## src/pkg/rdc_pkg.sv

```systemverilog
// Constants, modes and register map of the RS-485 driver enable control
// ****************************************************************
// ****************************************************************
package rdc_pkg;
    // Clock and bit rates
    localparam int CLK_HZ      = 20_000_000;
    localparam int RATE_MIN    = 1200;
    localparam int RATE_LO     = 38400;
    localparam int RATE_MID    = 57600;
    localparam int RATE_MAX    = 115200;
    localparam int BIT_MAX_DEF = CLK_HZ / RATE_MIN;
    localparam int BIT_LO_CYC  = CLK_HZ / RATE_LO;
    localparam int BIT_MID_CYC = CLK_HZ / RATE_MID;
    localparam int BIT_MIN_CYC = CLK_HZ / RATE_MAX;
    localparam int GLITCH_CYC  = BIT_MIN_CYC / 2;
    // Character and turnaround figures, in bit times
    localparam int CHAR_BITS   = 10;
    localparam int TURN_LO     = 4;
    localparam int TURN_MID    = 10;
    localparam int TURN_HI     = 20;
    // Widths
    localparam int PER_W       = 16;
    localparam int TAIL_W      = 5;
    localparam int ADDR_W      = 4;
    localparam int LOG_DEPTH   = 32;
    // Register offsets
    localparam logic [ADDR_W-1:0] OFF_STATUS = 4'h0;
    localparam logic [ADDR_W-1:0] OFF_BITPER = 4'h4;
    localparam logic [ADDR_W-1:0] OFF_TAIL   = 4'h8;
    localparam logic [ADDR_W-1:0] OFF_LOG    = 4'hC;
    // Reset values
    localparam logic [TAIL_W-1:0] TAIL_RST   = 5'h01;

    // Driver control modes, in switch code order
    typedef enum logic [1:0] {
        MODE_FULL, MODE_AUTO, MODE_RTS, MODE_DATA
    } rdc_mode_e;

    // Automatic mode frame tracking
    typedef enum logic [1:0] {
        A_IDLE, A_BITS, A_TAIL
    } rdc_auto_e;

    // Largest turnaround allowed for a measured bit period
    function automatic logic [TAIL_W-1:0] tail_limit(
        input logic [PER_W-1:0] per);
        if (per >= PER_W'(BIT_LO_CYC)) begin
            tail_limit = TAIL_W'(TURN_LO);
        end else if (per >= PER_W'(BIT_MID_CYC)) begin
            tail_limit = TAIL_W'(TURN_MID);
        end else begin
            tail_limit = TAIL_W'(TURN_HI);
        end
    endfunction : tail_limit
endpackage : rdc_pkg

```

## src/pkg/rdc_fifo_if.sv

```systemverilog
// Valid/ready interface between the pulse logger and its FIFO
`timescale 1ns/1ns
interface rdc_fifo_if #(parameter int W = 16);
    logic         wr_valid;
    logic         wr_ready;
    logic [W-1:0] wr_data;
    logic         rd_valid;
    logic         rd_ready;
    logic [W-1:0] rd_data;
    modport fill  (output wr_valid, wr_data, input wr_ready,
                   input rd_valid, rd_data, output rd_ready);
    modport fifo  (input wr_valid, wr_data, output wr_ready,
                   output rd_valid, rd_data, input rd_ready);
endinterface : rdc_fifo_if

```

## src/logic/rdc_fifo.sv

```systemverilog
// Parameterised FIFO with a registered output word
`timescale 1ns/1ns
module rdc_fifo
    import rdc_pkg::*;
#(
    parameter int W     = PER_W,
    parameter int DEPTH = LOG_DEPTH
) (
    // Clock and reset
    input wire logic MCLK,
    input wire logic SRST,
    // Both sides
    rdc_fifo_if.fifo f
);
    localparam int PW = $clog2(DEPTH);
    localparam int CW = $clog2(DEPTH + 1);

    typedef struct packed {
        logic [DEPTH-1:0][W-1:0] mem;
        logic [PW-1:0]           wptr;
        logic [PW-1:0]           rptr;
        logic [CW-1:0]           cnt;
        logic                    out_v;
        logic [W-1:0]            out_d;
    } rdc_fifo_s;

    rdc_fifo_s s;
    rdc_fifo_s next_s;
    logic      take;

    assign f.wr_ready = (s.cnt != CW'(DEPTH));
    assign f.rd_valid = s.out_v;
    assign f.rd_data  = s.out_d;

    // Store, then refill the output word when it is empty or drained
    always_comb begin
        next_s = s;
        take   = f.rd_ready && s.out_v;
        if (f.wr_valid && f.wr_ready) begin
            next_s.mem[s.wptr] = f.wr_data;
            next_s.wptr        = s.wptr + 1'b1;
            next_s.cnt         = next_s.cnt + 1'b1;
        end
        if (take) begin
            next_s.out_v = 1'b0;
        end
        if ((!s.out_v || take) && s.cnt != '0) begin
            next_s.out_d = s.mem[s.rptr];
            next_s.out_v = 1'b1;
            next_s.rptr  = s.rptr + 1'b1;
            next_s.cnt   = next_s.cnt - 1'b1;
        end
    end

    // State register
    always_ff @(posedge MCLK) begin
        if (SRST) begin
            s <= '0;
        end else begin
            s <= next_s;
        end
    end

    a_fifo_bound: assert property (@(posedge MCLK) disable iff (SRST)
        s.cnt <= CW'(DEPTH))
        else $error("FIFO count above depth");
endmodule : rdc_fifo

```

## src/logic/rdc_top.sv

```systemverilog
// RS-485 line driver enable and echo control with APB registers
//
// Added by the designer: the APB register port and the register addresses.
`timescale 1ns/1ns
module rdc_top
    import rdc_pkg::*;
#(
    parameter int BIT_MAX_CYC = BIT_MAX_DEF
) (
    // Clock and reset
    input  wire logic              MCLK,
    input  wire logic              SRST,
    // APB slave
    input  wire logic              PSEL,
    input  wire logic              PENABLE,
    input  wire logic              PWRITE,
    input  wire logic [ADDR_W-1:0] PADDR,
    input  wire logic [31:0]       PWDATA,
    output logic      [31:0]       PRDATA,
    output logic                   PREADY,
    output logic                   PSLVERR,
    // Host UART side
    input  wire logic              TXD_IN,
    input  wire logic              RTS_IN,
    output logic                   RXD_OUT,
    // Line transceiver side
    output logic                   LINE_TXD,
    output logic                   LINE_DE_N,
    input  wire logic              LINE_RXD,
    // Switches
    input  wire logic [1:0]        MODE_SELECT_SWITCH,
    input  wire logic              ECHO_OFF
);

    // ****************************************************************
    // State
    // ****************************************************************
    typedef struct packed {
        logic              sampled;
        rdc_mode_e         mode;
        logic              txd_q;
        rdc_auto_e         ast;
        logic [PER_W-1:0]  cyc;
        logic [3:0]        bitn;
        logic [TAIL_W-1:0] tleft;
        logic [PER_W-1:0]  run;
        logic [PER_W-1:0]  bit_per;
        logic              locked;
        logic              drive;
        logic              de_n;
        logic              line_txd;
        logic              rxd_out;
        logic [TAIL_W-1:0] tail;
        logic              pend;
        logic [PER_W-1:0]  pend_d;
        logic              pready;
        logic              pslverr;
        logic [31:0]       prdata;
    } rdc_top_s;

    rdc_top_s          st;
    rdc_top_s          next_st;
    logic              fell;
    logic              rose;
    logic              bit_end;
    logic              d;
    logic [TAIL_W-1:0] lim;
    logic [TAIL_W-1:0] tail_use;

    rdc_fifo_if #(.W(PER_W)) log_if ();

    // ****************************************************************
    // Pulse width log
    // ****************************************************************
    rdc_fifo #(
        .W     (PER_W),
        .DEPTH (LOG_DEPTH)
    ) u_log (
        .MCLK (MCLK),
        .SRST (SRST),
        .f    (log_if.fifo)
    );

    assign log_if.wr_valid = st.pend;
    assign log_if.wr_data  = st.pend_d;

    // ****************************************************************
    // Next state
    // ****************************************************************
    always_comb begin
        next_st  = st;
        fell     = st.txd_q && !TXD_IN;
        rose     = !st.txd_q && TXD_IN;
        bit_end  = (st.cyc >= st.bit_per - 1'b1);
        lim      = tail_limit(st.bit_per);
        tail_use = (st.tail > lim) ? lim : st.tail;
        d        = 1'b0;
        log_if.rd_ready = 1'b0;
        next_st.txd_q   = TXD_IN;

        // Mode switch is taken once, on the first cycle after reset
        if (!st.sampled) begin
            next_st.sampled = 1'b1;
            next_st.mode    = rdc_mode_e'(MODE_SELECT_SWITCH);
        end

        // Low run width; the shortest plausible one is the bit period
        if (!TXD_IN) begin
            if (st.run != '1) begin
                next_st.run = st.run + 1'b1;
            end
        end else begin
            next_st.run = '0;
        end
        if (rose && st.run >= PER_W'(GLITCH_CYC)) begin
            if (st.run < st.bit_per) begin
                next_st.bit_per = (st.run < PER_W'(BIT_MIN_CYC)) ?
                                  PER_W'(BIT_MIN_CYC) : st.run;
            end
            next_st.locked = 1'b1;
        end

        // Logger hands widths to the FIFO; a full FIFO stalls it
        if (st.pend && log_if.wr_ready) begin
            next_st.pend = 1'b0;
        end
        if (rose && (!st.pend || log_if.wr_ready)) begin
            next_st.pend   = 1'b1;
            next_st.pend_d = st.run;
        end

        // Automatic mode frame tracking
        case (st.ast)
            A_IDLE: begin
                if (fell) begin
                    next_st.ast  = A_BITS;
                    next_st.cyc  = '0;
                    next_st.bitn = '0;
                end
            end
            A_BITS: begin
                next_st.cyc = st.cyc + 1'b1;
                if (bit_end) begin
                    next_st.cyc  = '0;
                    next_st.bitn = st.bitn + 1'b1;
                    if (st.bitn == 4'(CHAR_BITS - 1)) begin
                        // Stop bit done: hold for the turnaround time
                        next_st.tleft = tail_use;
                        next_st.ast   = (tail_use == '0) ? A_IDLE : A_TAIL;
                    end
                end
            end
            A_TAIL: begin
                next_st.cyc = st.cyc + 1'b1;
                if (fell) begin
                    next_st.ast  = A_BITS;
                    next_st.cyc  = '0;
                    next_st.bitn = '0;
                end else if (bit_end) begin
                    next_st.cyc   = '0;
                    next_st.tleft = st.tleft - 1'b1;
                    if (st.tleft == TAIL_W'(1)) begin
                        next_st.ast = A_IDLE;
                    end
                end
            end
            default: begin
                next_st.ast = A_IDLE;
            end
        endcase

        // Driver enable by mode; off until the switch is taken
        case (next_st.mode)
            MODE_FULL: d = 1'b1;
            MODE_AUTO: d = (next_st.ast != A_IDLE);
            MODE_RTS:  d = RTS_IN;
            MODE_DATA: d = !TXD_IN;
            default:   d = 1'b0;
        endcase
        if (!next_st.sampled || !st.sampled) begin
            d = 1'b0;
        end
        next_st.drive    = d;
        next_st.de_n     = !d;
        next_st.line_txd = TXD_IN;
        // Echo control of the host receive path
        next_st.rxd_out  = (ECHO_OFF && d) ? 1'b1 : LINE_RXD;

        // APB slave: one wait state, answer from registers
        next_st.pready  = 1'b0;
        next_st.pslverr = 1'b0;
        if (PSEL && PENABLE && !st.pready) begin
            next_st.pready = 1'b1;
            next_st.prdata = '0;
            case (PADDR)
                OFF_STATUS: begin
                    next_st.prdata = 32'({log_if.rd_valid, st.locked,
                                          st.drive, ECHO_OFF, st.mode});
                end
                OFF_BITPER: begin
                    next_st.prdata = 32'(st.bit_per);
                end
                OFF_TAIL: begin
                    next_st.prdata = 32'(st.tail);
                    if (PWRITE) begin
                        next_st.tail = PWDATA[TAIL_W-1:0];
                    end
                end
                OFF_LOG: begin
                    if (!PWRITE) begin
                        next_st.prdata = {log_if.rd_valid, 15'h0000,
                                          log_if.rd_data};
                        log_if.rd_ready = 1'b1;
                    end
                end
                default: begin
                    next_st.pslverr = 1'b1;
                end
            endcase
        end
    end

    // ****************************************************************
    // State register
    // ****************************************************************
    always_ff @(posedge MCLK) begin
        if (SRST) begin
            st          <= '0;
            st.txd_q    <= 1'b1;
            st.bit_per  <= PER_W'(BIT_MAX_CYC);
            st.tail     <= TAIL_RST;
            st.de_n     <= 1'b1;
            st.line_txd <= 1'b1;
            st.rxd_out  <= 1'b1;
        end else begin
            st <= next_st;
        end
    end

    // Outputs straight from the state register
    assign PRDATA    = st.prdata;
    assign PREADY    = st.pready;
    assign PSLVERR   = st.pslverr;
    assign RXD_OUT   = st.rxd_out;
    assign LINE_TXD  = st.line_txd;
    assign LINE_DE_N = st.de_n;

    // ****************************************************************
    // Checks
    // ****************************************************************
    a_full_always_on: assert property (@(posedge MCLK) disable iff (SRST)
        st.sampled && st.mode == MODE_FULL |=> st.drive [*2])
        else $error("Full-duplex driver dropped");

    a_default_full: assert property (@(posedge MCLK) disable iff (SRST)
        !st.sampled |-> st.mode == MODE_FULL)
        else $error("Mode not full-duplex before sampling");

    a_auto_follow: assert property (@(posedge MCLK) disable iff (SRST)
        st.mode == MODE_AUTO && $past(st.sampled)
        |-> st.drive == (st.ast != A_IDLE))
        else $error("Auto enable not tied to frame state");

    a_tail_bound: assert property (@(posedge MCLK) disable iff (SRST)
        st.ast == A_TAIL |-> st.tleft <= tail_limit(st.bit_per))
        else $error("Turnaround longer than allowed");

    a_rate_floor: assert property (@(posedge MCLK) disable iff (SRST)
        st.bit_per >= PER_W'(BIT_MIN_CYC))
        else $error("Bit period below fastest rate");

    a_rts_follow: assert property (@(posedge MCLK) disable iff (SRST)
        st.sampled && st.mode == MODE_RTS |=> st.drive == $past(RTS_IN))
        else $error("Driver does not follow RTS");

    a_data_high_off: assert property (@(posedge MCLK) disable iff (SRST)
        st.sampled && st.mode == MODE_DATA && TXD_IN
        |=> !st.drive && st.line_txd)
        else $error("Driver on for a high data bit");

    a_data_low_on: assert property (@(posedge MCLK) disable iff (SRST)
        st.sampled && st.mode == MODE_DATA && !TXD_IN
        |=> st.drive && !LINE_DE_N)
        else $error("Driver off for a low data bit");

    a_off_unsampled: assert property (@(posedge MCLK) disable iff (SRST)
        !st.sampled |-> LINE_DE_N)
        else $error("Driver on before mode is known");

    a_echo_pass: assert property (@(posedge MCLK) disable iff (SRST)
        !SRST && !ECHO_OFF |=> RXD_OUT == $past(LINE_RXD))
        else $error("Receive path not passed through");

    a_echo_block: assert property (@(posedge MCLK) disable iff (SRST)
        ECHO_OFF ##1 st.drive |-> RXD_OUT)
        else $error("Own transmission echoed");

    a_mode_frozen: assert property (@(posedge MCLK) disable iff (SRST)
        st.sampled |=> $stable(st.mode))
        else $error("Mode changed after sampling");

    a_auto_start: assert property (@(posedge MCLK) disable iff (SRST)
        st.sampled && st.mode == MODE_AUTO && st.ast == A_IDLE && fell
        |=> st.drive && !LINE_TXD)
        else $error("Start bit not driven");

    a_apb_wait: assert property (@(posedge MCLK) disable iff (SRST)
        PSEL && PENABLE && !PREADY |=> PREADY ##1 !PREADY)
        else $error("APB answer not one wait state");
endmodule : rdc_top

```

## config.mk

```make
export PLATFORM = sky130hd
export DESIGN_NAME = rdc_top
export DESIGN_NICKNAME = d
export VERILOG_FILES = /design/src/pkg/rdc_pkg.sv /design/src/pkg/rdc_fifo_if.sv /design/src/logic/rdc_fifo.sv /design/src/logic/rdc_top.sv
export SDC_FILE = /design/constraint.sdc
export NUM_CORES = 2
export LEC_CHECK = 0
export ABC_AREA = 1
export BUFFER_PORTS_ARGS = -buffer_cell sky130_fd_sc_hd__clkbuf_2
export CAP_MARGIN = 20
export CORE_ASPECT_RATIO = 0.75
export CORE_MARGIN = 2
export CORE_UTILIZATION = 30
export DETAILED_ROUTE_END_ITERATION = 8
export GPL_ROUTABILITY_DRIVEN = 0
export PLACE_DENSITY = 0.49
export SLEW_MARGIN = 20
export SYNTH_ARGS = -nofsm -noshare
export SYNTH_HDL_FRONTEND = slang
export SYNTH_SLANG_ARGS = --single-unit
export TNS_END_PERCENT = 1
```

## constraint.sdc

```tcl
create_clock -name MCLK -period 5.94 [get_ports MCLK]
set_input_delay 0.297 -clock MCLK [delete_from_list [all_inputs] [get_ports MCLK]]
set_output_delay 0.297 -clock MCLK [all_outputs]
set_load 0.1 [all_outputs]
```

Yosys cells after proc, flatten, opt, wreduce, memory -nomap -nowiden

Cells that the tools add are included.

Register bits: 668
Input bits: 47
Output and inout port bits: 37
Logic and storage cells: 173

Add/sub/neg operators: 9
$lt $le $gt $ge: 10
Equal/unequal tests: 18
Mux-type cells: 38
Bitwise logic cells: 1
Reductions and logical operators: 41

Operators with widths:

| operator                | number |
|---|---|
| $bwmux W512             | 1 |
| $pmux W32 S4            | 1 |
| $bmux W16 S5            | 1 |
| $demux W16 S5           | 1 |
| $pmux W20 S3            | 1 |
| $mux W16                | 3 |
| $mux W18                | 2 |
| $mux W34                | 1 |
| $add A16 B1 Y16 const B | 2 |
| $mux W32                | 1 |
| $mux W5                 | 6 |
| $mux W27                | 1 |
| $mux W23                | 1 |
| $mux W22                | 1 |
| $mux W17                | 1 |
| $ge A16 B10 Y1 const B  | 1 |
| $ge A16 B16 Y1          | 1 |
| $ge A16 B7 Y1 const B   | 1 |
| $ge A16 B9 Y1 const B   | 1 |
| $lt A16 B16 Y1          | 1 |
| $lt A16 B8 Y1 const B   | 1 |
| $ne A16 B16 Y1 const B  | 1 |
| $sub A16 B1 Y16 const B | 1 |
| $eq A4 B4 Y1 const B    | 3 |
| 38 further kinds        | 82 |

Longest topological paths before layout

Depth after elaboration: 15
Depth in mapped cells: 24
Mapped depth without buffers: 24

Hierarchy

From an unflattened synthesis, not the netlist that was laid out.

Cells, all modules: 4,555
Area total of the unflattened synthesis: 31,461.4 µm²

By module, submodules not included:

| module   | times used | cells each | area each (µm²) | sequential area each (µm²) |
|---|---|---|---|---|
| rdc_fifo | 1          | 3,657      | 24,935.2        | 10,910.5 |
| rdc_top  | 1          | 898        | 6,526.3         | 2,162.1 |

Worst setup path after synthesis

OpenSTA, ideal clock, no wires.

Kind: reg-to-reg
Start point: register st[61] (netlist name)
End point: register st[93] (netlist name)
Setup time: 0.126 ns
Data arrival time: 2.881 ns
Data required time: 5.814 ns
Setup slack: 2.933 ns
Cell stages (with the launch flop): 21
Path buffers: 0
Clock period less this slack: 3.007 ns
Cell sequence: dfxtp_1 -> inv_1 -> nand3_1 -> nor3_2 -> nand4_1 -> nor3_1 -> nand4_1 -> xor2_1 -> ha_1 -> nand2_1 -> inv_2 -> o21ai_1 -> nand2_1 -> nor2_1 -> nand3_2 -> nand2_1 -> inv_1 -> o21ai_2 -> inv_1 -> o21ai_0 -> a31oi_1

Word-level cells in the longest chain between the ends: 8
Elaborated cells between the ends (all ways): 14
Those cells by class: add/sub: 1; order compare: 4; eq/ne: 2; mux: 6; reduce/logical: 1

Ends and longest elaborated chain:

| item                   | line           | source |
|---|---|---|
| start, declared        | rdc_top.sv:61  | `rdc_top_s st;` |
| start signal, assigned | rdc_top.sv:236 | `st <= next_st;` |
| $ge A16 B9 Y1          | rdc_pkg.sv:49  | `end else if (per >= PER_W'(BIT_MID_CYC)) begin` |
| $mux W5                | rdc_pkg.sv:49  |  |
| $mux W5                | rdc_pkg.sv:47  | `if (per >= PER_W'(BIT_LO_CYC)) begin` |
| $gt A5 B5 Y1           | rdc_top.sv:96  | `tail_use = (st.tail > lim) ? lim : st.tail;` |
| $mux W5                | rdc_top.sv:96  |  |
| $mux W5                | rdc_top.sv:146 | `if (st.bitn == 4'(CHAR_BITS - 1)) begin` |
| $mux W27               | rdc_top.sv:143 | `if (bit_end) begin` |
| $pmux W5 S2            | rdc_top.sv:133 | `case (st.ast)` |

Several ways; a longest one is shown, not always the timed one. The select of a mux whose other input is x is not followed.
A chain may end at the register's enable or synchronous reset.

Worst setup path in the final report

Start point: register st[61] (netlist name)
End point: register st (netlist bit RXD_OUT)

Word-level cells in the longest chain between the ends: 15
Elaborated cells between the ends (all ways): 20
Those cells by class: add/sub: 1; order compare: 4; mux: 11; reduce/logical: 4

Ends and longest elaborated chain:

| item                                  | line           | source |
|---|---|---|
| $ge A16 B9 Y1                         | rdc_pkg.sv:49  |  |
| $mux W5                               | rdc_pkg.sv:49  |  |
| $mux W5                               | rdc_pkg.sv:47  |  |
| $gt A5 B5 Y1                          | rdc_top.sv:96  |  |
| $mux W5                               | rdc_top.sv:96  |  |
| $logic_not A5 Y1                      | rdc_top.sv:149 | `next_st.ast = (tail_use == '0) ? A_IDLE : A_TAIL;` |
| $mux W2                               | rdc_top.sv:149 |  |
| $mux W2                               | rdc_top.sv:146 |  |
| $mux W27                              | rdc_top.sv:143 |  |
| $pmux W2 S3 (*)                       | rdc_top.sv:133 |  |
| $reduce_bool A2 Y1 (*)                | rdc_top.sv:175 | `MODE_AUTO: d = (next_st.ast != A_IDLE);` |
| $pmux W1 S4 (*)                       | rdc_top.sv:173 | `case (next_st.mode)` |
| $mux W1 (*)                           | rdc_top.sv:180 | `if (!next_st.sampled \|\| !st.sampled) begin` |
| $logic_and A1 B1 Y1 (*)               | rdc_top.sv:187 | `next_st.rxd_out = (ECHO_OFF && d) ? 1'b1 : LINE_RXD;` |
| $reduce_or A2 Y1 (no source line) (*) | -              |  |

Every way passes the cells marked *; elsewhere a longest branch is shown, timed or not. The select of a mux whose other input is x is not followed.

==> metrics.md <==
| Metric | Value |
|---|---|
| Num CTS Buffers | 70 |
| Vias in the first global route | 24271 |
| Sum Neg Setup Slack | 0 ns |
| # fillers | 10923 |
| Commonest non-fill, non-tap cell in the layout | a21oi_1 |
| Post-synthesis async set-or-reset flop share | 0 |
| Met2 Usage GRT | 0.2534 |
| Synth Flop Type | dfxtp_1 |
| Worst EP required | 6.43 ns |
| Status | complete, no violations |
| Max FO, Critical Path | 9 |
| PortBufs | 41 |
| Starting density of the core | 0.3024 |
| Drt pass-1 iters | 6 |
| Htree depth | 3 |
| Post-synth EDFFs | 0 |
| Layout cells sized above 1 | 0.06603 |
| Leak | 11.56 nW |
| Die width | 372.6 um |
| Num Clock Sinks | 653 |
| # nets final | 4218 |
| Die height | 280.4 um |
| Post-synthesis cell type count | 47 |
| Core area | 101100 um2 |
| Arrival time at the worst endpoint | 4.61 ns |
| Kind of critical path | reg2reg |
| Highest clock rate | 0.2428 GHz |
| CTS tree | yes |
| Sequential share of the synthesized area | 0.4277 |
| Setup crit start | st[61] |
| Max-Cap Viols | 0 |
| Detailed Place HPWL | 58.68 mm |
| Largest net degree at the start of global routing | 180 |
| Hold Crit Start | RTS_IN |
| Commonest non-fill, non-tap cells in the layout | a21oi_1 (805), o21ai_0 (701), dfxtp_1 (649) |
| Met3 Resource Use GR | 0.03652 |
| Antenna violation net count after detailed routing | 0 |
| Worst Hold Class | in2reg |
| Wire per inst | 18.51 um |
| GR Overflow Total | 0 |
| Clock Latency Late Sink | 0.62 ns |
| Crit start category | register |
| Via density | 5.025 |
| Tot GR Track Use | 0.1913 |
| Max clock buf depth | 3 |
| Area Overhead vs Synth | 10.47% |
| Vias post-DR | 27662 |
| Slew Viols, Final | 0 |
| Initial antenna violation count | 1 |
| Critical Path End Type | register |
| DRC viols | 0 |
| Worst setup margin | 1.821 ns |
| Grt peak-use layer | met1 |
| Place WS | 2.260 ns |
| Met1 Resource Use GR | 0.3082 |
| Rows | 101 |
| Yosys reg bits | 653 |
| Total Power | 12.18 mW |
| Starting DRT DRC Count | 2766 |
| Clock Pin Slew Worst Setup and Hold Paths | 0.06 ns |
| Final-report setup violation count | 0 |
| Fin. Hold Viols | 0 |
| Max VDD drop | 0.2992 mV |
| RSZ-0062 raised after global routing | false |
| WHS | 0.1860 ns |
| Relative slew margins | 0.2750 |
| Worst R2R Start | st[61] |
| Synthesized area | 30570 um2 |
| Hold path depth | 5 |
| Die ar. | 104500 um2 |
| I/O Pins | 84 |
| CTS Root Cell | clkbuf_16 |
| Final period util | 0.6935 |
| Slew of the pin with the lowest slew margin | 1.088 ns |
| Drt total wl | 101.9 mm |
| Clk_skew | 0.02483 ns |
| Pwr/cell area | 360.6 nW/um2 |
| Mean Syn Cell Area | 7.118 um2 |
| Synth warn | 0 |
| Mapped Cells | 4294 |
| First-pass GRT wire length | 154.7 mm |
| Cells on worst reg2reg path | 24 |
| Final min period | 4.119 ns |
==> critical path, stage by stage (launching register included) <==
cell	delay [ns]
dfxtp_1	0.33
inv_1	0.24
nand3_1	0.18
nor3_2	0.26
nand4_1	0.21
nor3_1	0.27
nand4_1	0.14
xor2_1	0.17
ha_1	0.30
nand2_1	0.06
inv_2	0.05
nand3_1	0.08
nor2_1	0.15
nand3_1	0.10
nand3_2	0.21
nand2_1	0.13
inv_1	0.10
nand2_1	0.05
nand3_1	0.06
nand2_1	0.07
nand2_1	0.09
nand3_1	0.09
nand3_1	0.08
nand2_1	0.05
dlygate4sd3_1	0.54
==> per-stage QoR <==
| stage | cells | area [um2] | util |
|---|---|---|---|
| 3_5_place_dp | 5369 | 31360 | 0.3102 |
| 6_report | 5505 | 33770 | 0.3340 |
| 5_1_grt | 5504 | 33760 | 0.3340 |
| 4_1_cts | 5504 | 33760 | 0.3340 |
| 2_1_floorplan | 4308 | 30620 | - |
| 3_3_place_gp | 5369 | 31360 | 0.3102 |
==> worst paths after layout <==
check / to / slack, ns
hold / removal: LINE_DE_N / 0.19
hold reg to reg: u_log.s[476] / 0.44
setup / recovery: RXD_OUT / 1.82
setup reg to reg: RXD_OUT / 1.82
==> kinds of logic (layout without fill, tap and decap cells) <==
| group | Yosys count | in the layout | share of synthesized area |
|---|---|---|---|
| compound gates | 1602 | 1602 | 0.2677 |
| simple gates | 1068 | 1068 | 0.1555 |
| buf+inv | 886 | 743 | 0.1177 |
| flops | 653 | 653 | 0.4277 |
| fa+ha+maj | 58 | 58 | 0.02374 |
| xor+xnor | 25 | 25 | 0.007163 |
| other cells | 1 | 16 | 0.0001227 |
| mux | 1 | 1 | 0.0003275 |
==> state kept, by name, summed over array words and instances (netlist names), 16 cells and up <==
signal / count
u_log.s: 528
PRDATA: 17
log_if.wr_data: 16
st: 69
u_log.f.rd_data: 16
==> repair_timing <==
item                                   CTS  global route
resized for setup                        0             0
setup buffers                            0             0
hold buffers                            11             0
endpoints found under the hold margin    9             0
==> cell usage after synthesis (all sizes together) (3+ instances only) <==
master / n / area share
a22oi: 4 / 0.00098
a31oi: 11 / 0.0023
clkinv: 6 / 0.00074
o211ai: 7 / 0.0017
o21ai: 716 / 0.12
xor2: 23 / 0.0066
nor3: 29 / 0.0054
nor2: 184 / 0.025
o2111ai: 6 / 0.0017
a21oi: 806 / 0.13
o22ai: 33 / 0.0068
inv: 500 / 0.061
buf: 141 / 0.026
nand2: 475 / 0.059
ha: 58 / 0.024
or2: 4 / 0.00082
dfxtp: 653 / 0.43
o31ai: 3 / 0.00074
a32oi: 3 / 0.00086
a21o: 3 / 0.00074
nor4: 5 / 0.0010
clkbuf: 239 / 0.029
a211oi: 6 / 0.0015
nand4: 48 / 0.010
nand3: 321 / 0.054
==> per-layer routing <==
metal | vias to the layer above | share of wire
li1 | 13964 | -
met1 | 12891 | 0.53
met2 | 708 | 0.38
met3 | 99 | 0.072
met4 | 0 | 0.018
met5 | - | 0
==> final cells by class <==
type	count	area, um2	area share
multi-input cells	2769	13950	0.4132
flip-flops and latches	653	13080	0.3874
clock buffers	110	2096	0.06207
inverters	506	1916	0.05673
well taps	1339	1675	0.04962
repair buffers	113	844.6	0.02501
clock inverters	14	198.9	0.005892
diodes	1	2.502	0.00007411
==> where the power goes <==
| group | internal (mW) | switching (mW) | total (mW) |
|---|---|---|---|
| Combinational | 0.776 | 2.28 | 3.05 |
| Sequential | 4.48 | 0.144 | 4.62 |
| Clock | 2.64 | 1.86 | 4.50 |
No activity file was read; power rests on OpenSTA's default activity.
